`src/tx_fmt_pkg.sv`:
```
package tx_fmt_pkg;

    // ********************
    // Internal header quadlet layout
    // ********************
    localparam int SRC_SEL_BIT = 23;
    localparam int SPEED_LSB   = 16;
    localparam int RETRY_LSB   = 8;
    localparam int TRANSACTION_CODE_LSB   = 4;
    localparam int LEN_LSB     = 16;
    localparam int DEST_LSB    = 16;

    localparam logic [9:0] BUS_ALL_ONES  = 10'h3ff;
    localparam logic [1:0] RETRY_EXCL    = 2'h1;
    localparam logic [2:0] SPEED_S400    = 3'h2;
    localparam logic [15:0] QUAD_BYTES   = 16'h0004;
    localparam logic [15:0] LEN_ZERO     = 16'h0000;

    // ********************
    // Transaction codes handled here
    // ********************
    localparam logic [3:0] TC_WR_BLOCK = 4'h1;
    localparam logic [3:0] TC_WR_RESP  = 4'h2;
    localparam logic [3:0] TC_RD_QRESP = 4'h6;
    localparam logic [3:0] TC_LOCK_REQ = 4'h9;
    localparam logic [3:0] TC_PHY      = 4'he;

    // Index that marks payload after the header words.
    localparam logic [2:0] POS_PAYLOAD = 3'h4;

    // Words of internal header, control word included; 1 means unknown.
    function automatic logic [2:0] hdr_words(input logic [3:0] tc);
        unique case (tc)
            TC_WR_BLOCK, TC_LOCK_REQ, TC_RD_QRESP: hdr_words = 3'h4;
            TC_WR_RESP, TC_PHY:                    hdr_words = 3'h3;
            default:                               hdr_words = 3'h1;
        endcase
    endfunction

    // True for the formats that carry a block payload.
    function automatic logic is_block(input logic [3:0] tc);
        is_block = (tc == TC_WR_BLOCK) || (tc == TC_LOCK_REQ);
    endfunction

    // ********************
    // Host register map (APB byte offsets)
    // ********************
    localparam logic [7:0] STATUS_OFS = 8'h00;
    localparam logic [7:0] PUSH_OFS   = 8'h04;
    localparam logic [7:0] COUNT_OFS  = 8'h08;

endpackage

```
`src/async_tx_if.sv`:
```
`timescale 1ns/1ps

// Word channel from the supplier into the formatter's transmit FIFO.
interface async_tx_if;
    logic [31:0] tx_word;
    logic        tx_valid;
    logic        tx_ready;

    modport formatter (input tx_word, input tx_valid, output tx_ready);
    modport supplier  (output tx_word, output tx_valid, input tx_ready);
endinterface

```
`src/tx_formatter.sv`:
```
// Added by the designer: the APB register port and the address map.
`timescale 1ns/1ps

// What this block does
// - Block request: control, node, offset, length words
// - Sixteen-bit byte count sets payload bytes sent
// - Lock code only for locks, else zero
// - Zero byte count means no payload words
// - First payload byte sits in top byte
// - Zero-pad last quadlet to whole quadlets
// - PHY packet: two raw quadlets, control dropped
// - No CRC appended for PHY packets
// - Source bus select picks 3ff or bus
// - Three-bit speed code travels with packet
// - Transaction label copied unchanged to wire
// - Retry code always set to exclusive scheme
// - Four-bit transaction code selects the format
// - Reserved header bits forwarded untouched
// - Node identifier is bus above node
// - Write response: three words, no payload
// - Quadlet read response: data in word four
// - Wire order: target first, source second
module tx_formatter
    import tx_fmt_pkg::*;
#(
    parameter int FIFO_DEPTH = 16
) (
    input  wire logic        clk,
    input  wire logic        arst_n,
    async_tx_if.formatter    tx,
    input  wire logic [9:0]  local_bus_number,
    input  wire logic [5:0]  local_node_number,
    output logic [31:0]      link_data,
    output logic             link_valid,
    input  wire logic        link_ready,
    output logic             link_first,
    output logic             link_last,
    output logic [2:0]       link_speed,
    output logic             link_no_crc
);
    // ********************
    // Declarations
    // ********************
    typedef enum logic [3:0] {
        S_CTRL    = 4'b0001,
        S_FETCH   = 4'b0010,
        S_EMIT    = 4'b0100,
        S_PAYLOAD = 4'b1000
    } fmt_state_t;

    fmt_state_t  state_reg;
    logic [31:0] hdr_reg [0:3];
    logic [2:0]  idx_reg;
    logic [15:0] rem_reg;
    logic [31:0] fifo_word;
    logic        fifo_valid;
    logic        fifo_pop;
    logic [31:0] out_data_reg;
    logic        out_valid_reg;
    logic        out_first_reg;
    logic        out_last_reg;
    logic [2:0]  out_speed_reg;
    logic        out_no_crc_reg;
    logic        out_free;
    logic [3:0]  transaction_code;
    logic [2:0]  n_in;
    logic [2:0]  n_out;
    logic [15:0] len;
    logic        has_payload;
    logic [15:0] source_id;
    logic        emit_step;
    logic        last_hdr;

    // ********************
    // Transmit FIFO
    // ********************
    sync_fifo #(
        .WIDTH (32),
        .DEPTH (FIFO_DEPTH)
    ) u_fifo (
        .clk       (clk),
        .arst_n    (arst_n),
        .in_data   (tx.tx_word),
        .in_valid  (tx.tx_valid),
        .in_ready  (tx.tx_ready),
        .out_data  (fifo_word),
        .out_valid (fifo_valid),
        .out_ready (fifo_pop)
    );

    // ********************
    // Decoding of the collected header
    // ********************
    // code picks format
    assign transaction_code       = hdr_reg[0][TRANSACTION_CODE_LSB +: 4];
    assign n_in        = hdr_words(transaction_code);
    assign n_out       = (transaction_code == TC_PHY) ? 3'h2 : n_in;
    assign len         = hdr_reg[3][LEN_LSB +: 16];
    assign has_payload = is_block(transaction_code) && (len != LEN_ZERO);
    assign source_id   = {hdr_reg[0][SRC_SEL_BIT] ? local_bus_number
                                                  : BUS_ALL_ONES,
                          local_node_number};
    assign out_free    = !out_valid_reg || link_ready;
    assign emit_step   = (state_reg == S_EMIT) && out_free;
    assign last_hdr    = (idx_reg == n_out - 3'h1);

    assign fifo_pop = fifo_valid && ((state_reg == S_CTRL)
                    || (state_reg == S_FETCH)
                    || ((state_reg == S_PAYLOAD) && out_free));

    // Wire quadlet for a header slot.
    function automatic logic [31:0] wire_quad(input logic [2:0] i);
        if (transaction_code == TC_PHY) begin
            wire_quad = (i == 3'h0) ? hdr_reg[1] : hdr_reg[2];
        end else begin
            unique case (i)
                3'h0:    wire_quad = {hdr_reg[1][DEST_LSB +: 16],
                                      hdr_reg[0][15:0]};
                3'h1:    wire_quad = {source_id, hdr_reg[1][15:0]};
                3'h2:    wire_quad = hdr_reg[2];
                default: wire_quad = hdr_reg[3];
            endcase
        end
    endfunction

    // Keep only the bytes still owed; the rest become zero padding.
    function automatic logic [31:0] pad_quad(input logic [31:0] w,
                                             input logic [15:0] r);
        unique case (r)
            16'h0001: pad_quad = {w[31:24], 24'h000000};
            16'h0002: pad_quad = {w[31:16], 16'h0000};
            16'h0003: pad_quad = {w[31:8], 8'h00};
            default:  pad_quad = w;
        endcase
    endfunction

    // ********************
    // Sequencing
    // ********************
    // Unknown codes drop just the control word and hunt for the next.
    always_ff @(posedge clk or negedge arst_n) begin
        if (!arst_n) begin
            state_reg <= S_CTRL;
            idx_reg   <= 3'h0;
        end else begin
            unique case (state_reg)
                S_CTRL: begin
                    if (fifo_valid
                        && hdr_words(fifo_word[TRANSACTION_CODE_LSB +: 4]) != 3'h1) begin
                        state_reg <= S_FETCH;
                        idx_reg   <= 3'h1;
                    end
                end
                S_FETCH: begin
                    if (fifo_valid) begin
                        if (idx_reg == n_in - 3'h1) begin
                            state_reg <= S_EMIT;
                            idx_reg   <= 3'h0;
                        end else begin
                            idx_reg <= idx_reg + 3'h1;
                        end
                    end
                end
                S_EMIT: begin
                    if (out_free) begin
                        idx_reg <= idx_reg + 3'h1;
                        if (last_hdr) begin
                            state_reg <= has_payload ? S_PAYLOAD : S_CTRL;
                        end
                    end
                end
                S_PAYLOAD: begin
                    if (fifo_pop && rem_reg <= QUAD_BYTES) begin
                        state_reg <= S_CTRL;
                    end
                end
            endcase
        end
    end

    always_ff @(posedge clk or negedge arst_n) begin
        if (!arst_n) begin
            for (int i = 0; i < 4; i++) begin
                hdr_reg[i] <= '0;
            end
        end else if (fifo_pop && state_reg == S_CTRL) begin
            hdr_reg[0] <= fifo_word;
        end else if (fifo_pop && state_reg == S_FETCH) begin
            hdr_reg[idx_reg[1:0]] <= fifo_word;
        end
    end

    always_ff @(posedge clk or negedge arst_n) begin
        if (!arst_n) begin
            rem_reg <= '0;
        end else if (emit_step && last_hdr) begin
            rem_reg <= len;
        end else if (fifo_pop && state_reg == S_PAYLOAD) begin
            rem_reg <= (rem_reg > QUAD_BYTES) ? rem_reg - QUAD_BYTES : '0;
        end
    end

    // ********************
    // Link output stage
    // ********************
    // One holding register; it refills on the edge the link takes it.
    always_ff @(posedge clk or negedge arst_n) begin
        if (!arst_n) begin
            out_valid_reg  <= 1'b0;
            out_data_reg   <= '0;
            out_first_reg  <= 1'b0;
            out_last_reg   <= 1'b0;
            out_speed_reg  <= '0;
            out_no_crc_reg <= 1'b0;
        end else if (emit_step) begin
            out_valid_reg  <= 1'b1;
            out_data_reg   <= wire_quad(idx_reg);
            out_first_reg  <= (idx_reg == 3'h0);
            out_last_reg   <= last_hdr && !has_payload;
            out_speed_reg  <= hdr_reg[0][SPEED_LSB +: 3];
            out_no_crc_reg <= (transaction_code == TC_PHY);
        end else if (fifo_pop && state_reg == S_PAYLOAD) begin
            out_valid_reg  <= 1'b1;
            out_data_reg   <= pad_quad(fifo_word, rem_reg);
            out_first_reg  <= 1'b0;
            out_last_reg   <= (rem_reg <= QUAD_BYTES);
        end else if (link_ready) begin
            out_valid_reg <= 1'b0;
        end
    end

    assign link_data   = out_data_reg;
    assign link_valid  = out_valid_reg;
    assign link_first  = out_first_reg;
    assign link_last   = out_last_reg;
    assign link_speed  = out_speed_reg;
    assign link_no_crc = out_no_crc_reg;
endmodule // tx_formatter

```
`src/sync_fifo.sv`:
```
`timescale 1ns/1ps

module sync_fifo #(
    parameter int WIDTH = 32,
    parameter int DEPTH = 16
) (
    input  wire logic             clk,
    input  wire logic             arst_n,
    input  wire logic [WIDTH-1:0] in_data,
    input  wire logic             in_valid,
    output logic                  in_ready,
    output logic [WIDTH-1:0]      out_data,
    output logic                  out_valid,
    input  wire logic             out_ready
);
    localparam int AW = $clog2(DEPTH);

    logic [WIDTH-1:0] mem [0:DEPTH-1];
    logic [AW-1:0]    wr_ptr_reg;
    logic [AW-1:0]    rd_ptr_reg;
    logic [AW:0]      count_reg;
    logic             do_wr;
    logic             do_rd;

    // Full and empty come straight from the occupancy count.
    assign in_ready  = (count_reg != (AW+1)'(DEPTH));
    assign out_valid = (count_reg != '0);
    assign out_data  = mem[rd_ptr_reg];
    assign do_wr     = in_valid && in_ready;
    assign do_rd     = out_valid && out_ready;

    // Storage needs no reset; only the pointers and the occupancy count carry state.
    always_ff @(posedge clk) begin
        if (do_wr) begin
            mem[wr_ptr_reg] <= in_data;
        end
    end

    // Pointers wrap at the depth, which need not be a power of two.
    always_ff @(posedge clk or negedge arst_n) begin
        if (!arst_n) begin
            wr_ptr_reg <= '0;
            rd_ptr_reg <= '0;
        end else begin
            if (do_wr) begin
                wr_ptr_reg <= (wr_ptr_reg == AW'(DEPTH-1)) ? '0
                                                           : wr_ptr_reg + 1'b1;
            end
            if (do_rd) begin
                rd_ptr_reg <= (rd_ptr_reg == AW'(DEPTH-1)) ? '0
                                                           : rd_ptr_reg + 1'b1;
            end
        end
    end

    // Occupancy count.
    always_ff @(posedge clk or negedge arst_n) begin
        if (!arst_n) begin
            count_reg <= '0;
        end else if (do_wr && !do_rd) begin
            count_reg <= count_reg + 1'b1;
        end else if (do_rd && !do_wr) begin
            count_reg <= count_reg - 1'b1;
        end
    end
endmodule // sync_fifo

```
`src/flat_wrapper.sv`:
```
// flat-port wrapper written by rule: the top's interface ports become plain ports
module tx_formatter_flat import tx_fmt_pkg::*;
#(
    parameter int FIFO_DEPTH = 16
)
  (clk, arst_n, local_bus_number, local_node_number, link_data, link_valid, link_ready, link_first, link_last, link_speed, link_no_crc, tx_tx_word, tx_tx_valid, tx_tx_ready);
  async_tx_if tx_i ();
  input  wire logic clk;
  input  wire logic arst_n;
  input  wire logic [9:0] local_bus_number;
  input  wire logic [5:0] local_node_number;
  output logic [31:0] link_data;
  output logic link_valid;
  input  wire logic link_ready;
  output logic link_first;
  output logic link_last;
  output logic [2:0] link_speed;
  output logic link_no_crc;
  input wire logic [$bits(tx_i.tx_word)-1:0] tx_tx_word;
  input wire logic [$bits(tx_i.tx_valid)-1:0] tx_tx_valid;
  output wire logic [$bits(tx_i.tx_ready)-1:0] tx_tx_ready;
  assign tx_i.tx_word = tx_tx_word;
  assign tx_i.tx_valid = tx_tx_valid;
  assign tx_tx_ready = tx_i.tx_ready;
  tx_formatter #(.FIFO_DEPTH(FIFO_DEPTH)) u_core (.clk(clk), .arst_n(arst_n), .tx(tx_i), .local_bus_number(local_bus_number), .local_node_number(local_node_number), .link_data(link_data), .link_valid(link_valid), .link_ready(link_ready), .link_first(link_first), .link_last(link_last), .link_speed(link_speed), .link_no_crc(link_no_crc));
endmodule
```
`config.mk`:
```
export PLATFORM = sky130hd
export DESIGN_NAME = tx_formatter_flat
export DESIGN_NICKNAME = d
export VERILOG_FILES = /design/src/tx_fmt_pkg.sv /design/src/async_tx_if.sv /design/src/tx_formatter.sv /design/src/sync_fifo.sv /design/src/flat_wrapper.sv
export SDC_FILE = /design/constraint.sdc
export NUM_CORES = 1
export LEC_CHECK = 0
export ABC_AREA = 1
export BUFFER_PORTS_ARGS = -buffer_cell sky130_fd_sc_hd__buf_2
export CORE_ASPECT_RATIO = 1.75
export CORE_MARGIN = 2
export CORE_UTILIZATION = 60
export DETAILED_ROUTE_END_ITERATION = 8
export PLACE_DENSITY = 0.77
export SYNTH_ARGS = -nofsm -noshare
export SYNTH_HDL_FRONTEND = slang
export SYNTH_SLANG_ARGS = --single-unit
```
`constraint.sdc`:
```
create_clock -name clk -period 3.1 [get_ports clk]
set_clock_uncertainty 0.05 [all_clocks]
set_input_delay 0 -clock clk [delete_from_list [all_inputs] [get_ports clk]]
set_output_delay 0 -clock clk [all_outputs]
set_load 0.02 [all_outputs]
```
==> impl_results.md <==
- Max-Cap Viols: 0
- Vias in the first global route: 22.3k
- Total wire length: 77.1 mm
- TritonCTS clock tree: done
- Drt pass-1 iters: 8
- Die footprint: approximately 0.052 mm^2
- Syn avg cell area: approximately 11 um^2
- Final setup viols: 0
- Final hold vios: 2
- Via density: between 6 and 7
- Leakage: 13.0 nW
- Yosys warning count: 0
- Die height: 300 um
- Worst EP required: 3.59 ns
- Most common cell after layout, fill and taps aside: edfxtp_1
- Grt ovf: 0
- Status: finished with violations
- Final setup TNS: 0 ns
- Hold Crit Class: input pin to async pin
- Post-place setup slack: 0.0978 ns
- Area after DPL: 0.0316 mm^2
- R2r endpoint: u_core.rem_reg[4]$_DFFE_PN0P_
- Hold slack: -0.0135 ns
- Layout Area Growth over Synthesis: 13.2%
- Residual DRC: 0
- Share of layout cells above drive strength 1: 11.7%
- Worst r2r path cells: 16
- Tot GR Track Use: 29.6%
- # nets final: 2952
- Core Util, Final: a little under 70%
- Sequential fraction of the synthesis area: 66.9%
- Reg-to-reg slack, setup: 0.32 ns
- VDD IR max: between 0.0006 and 0.0007 V
- Violated checks: hold timing
- Final worst slack: 0.316 ns
- I/O Pins: 92
- Root Buffer: clkbuf_16
- Pwr per Cell Area: 1010 mW/mm^2
- Slew @ Worst Pin: 1.10 ns
- Startpoint Class: flop
- Placer Congestion: 0.896
- H-tree depth: 2
- Critical path class: flop to flop
- Worst path arrival time: roughly 3.3 ns
- Fin crit share: 89.8%
- Leading area contributor after synthesis: edfxtp_1
- Initial detailed-routing violation count: 2513
- CTS Sinks: 703
- Post-route ant nets: 0
- Synth top area share: about half
- Largest net degree at the start of global routing: 119
- Distinct cells, synth: 47
- Starting Density: between 60% and 70%
- First-pass GRT wire length: 120 mm
- Syn Inst Count: roughly 2.8k
- Area of the mapped netlist: between 0.03 and 0.04 mm^2
- IO buf count: ~90
- Die width: 173 um
- Critical R2R Launch: u_core.hdr_reg[102]$_DFFE_PN0P_
- Floorplan row count: 108
- Main area contributors after synthesis: edfxtp_1 (51%), dfrtp_1 (16%), o21ai_0 (6.0%)
- Clk_lat worst skew: just over 0.6 ns
- Post-synthesis net count: 2839
- Flops & latches, synth: 703
- EDFF count, synth: 512
- Most frequent cells in the layout: edfxtp_1 (512), nand2_1 (437), nor2_1 (387)
- Slew Limit Headroom: roughly 26%
- CTS Buf Count: 58
- Reg clk slew, reported paths: 0.07 ns
- Initial antenna violation count: 1
- Fin crit period: 2.78 ns
- Max-slew violation count: 0
- DP HPWL: between 40 and 50 mm
- Crit-path max FO: 9
- Main synth FF type: edfxtp_1
- Top achievable clock speed: 359 MHz
- Crit end category: flop
- Max Buffers Root-to-Sink: 3
- Unrepaired setup endpoints after global routing: no
- Core area: just under 0.05 mm^2
- FFs w/ async S/R, synth: a little over a quarter
- Max FFs per register: 512
- Design area: 0.0341 mm^2
- Routed WL per cell: approximately 21 um
- Vias: 22.0k
==> worst max path at each step <==
| stage | slack [ns] | to | cells after the start | startpoint |
|---|---|---|---|---|
| after detailed placement | 0.1 | u_core.u_fifo.count_reg[4]$_DFFE_PN0P_ | 13 | u_core.u_fifo.count_reg[0]$_DFFE_PN0P_ |
| after floorplan | 0.21 | u_core.u_fifo.mem[11][0]$_DFFE_PP_ | 6 | u_core.u_fifo.count_reg[0]$_DFFE_PN0P_ |
| after global placement | 0.12 | u_core.u_fifo.count_reg[4]$_DFFE_PN0P_ | 13 | u_core.u_fifo.count_reg[0]$_DFFE_PN0P_ |
| after global routing | 0.006 | u_core.rem_reg[4]$_DFFE_PN0P_ | 16 | u_core.hdr_reg[102]$_DFFE_PN0P_ |
| after CTS | 0.09 | u_core.u_fifo.count_reg[4]$_DFFE_PN0P_ | 12 | u_core.u_fifo.count_reg[0]$_DFFE_PN0P_ |
| final | 0.32 | u_core.rem_reg[4]$_DFFE_PN0P_ | 16 | u_core.hdr_reg[102]$_DFFE_PN0P_ |
==> through the flow <==
stage,power [mW],std cells
floorplan,22.0,2770
global placement,26.0,3434
detailed placement,26.6,3434
CTS,34.3,3589
global route,36.4,3594
finish,34.4,3594
==> cells in the mapped netlist (all sizes together), types with 2 or more instances <==
master and n:
buf 72, o21ai 370, mux2 26, clkinv 2, nor3 8, o22ai 81, o221ai 28, xnor2 4
nand4 10, a211oi 2, ha 16, o31ai 8, o2111ai 6, a21o 2, xor2 14, or2 2
dfrtp 190, a31oi 48, o211ai 54, nand2 445, clkbuf 88, o311ai 3, inv 206, nand3b 3
edfxtp 512, nor4 4, nor2 410, nand3 111, a21oi 40
==> layout make-up <==
cell class	instances	area, um^2
multi-input cells	1699	8530
clock inverters	50	520
diodes	1	2.50
flip-flops and latches	703	20200
clock buffers	60	1480
repair buffers	213	1780
inverters	208	790
fillers	3506	15500
well taps	660	826
==> worst max-delay path: stages, from the launching register on <==
cell     delay (ns)
dfrtp_1        0.41
inv_1          0.14
nor2_1         0.05
nand2_1        0.06
nand2_1        0.10
nor2_1         0.18
inv_1          0.06
ha_1           0.19
xnor2_1        0.13
xor2_1         0.17
nand2_1        0.06
nor2_1         0.07
nand2_2        0.20
nand2_1        0.14
nor2_1         0.40
o21ai_0        0.19
nand3_1        0.10
==> report_power, final <==
group          switching [mW]  internal [mW]  leakage [nW]
clock network            3.41           4.25         0.956
logic                    9.65           4.15          5.21
registers               0.997           12.0          6.86
==> layer usage <==
metal	GRT usage (%)	part of all wire (%)
met1	35.5	36
met3	3.57	6.9
met4	15.4	4.8
met2	52.7	52
met5	0	0
==> kinds of logic (layout without fill, tap and decap cells) <==
group	count (synthesis)	after routing	share of synthesized area, %
and+or+nand+nor	994	994	13.3
DFF	703	703	66.9
AOI/OAI and AO/OA	644	644	12.3
buffers and inverters	368	531	5.25
muxes	26	26	0.972
xor gates and xnor gates	18	18	0.523
adders and majority gates	17	17	0.731
other	0	1	0
==> timing repair <==
| item | CTS | global route |
|---|---|---|
| buffers inserted | 0 | 4 |
| endpoints found under the setup margin | 0 | 2 |
| resized for setup | 0 | 3 |
| hold endpoints to repair | 634 | 0 |
| hold buffers | 45 | 0 |
(Power assumes the default switching activity.)
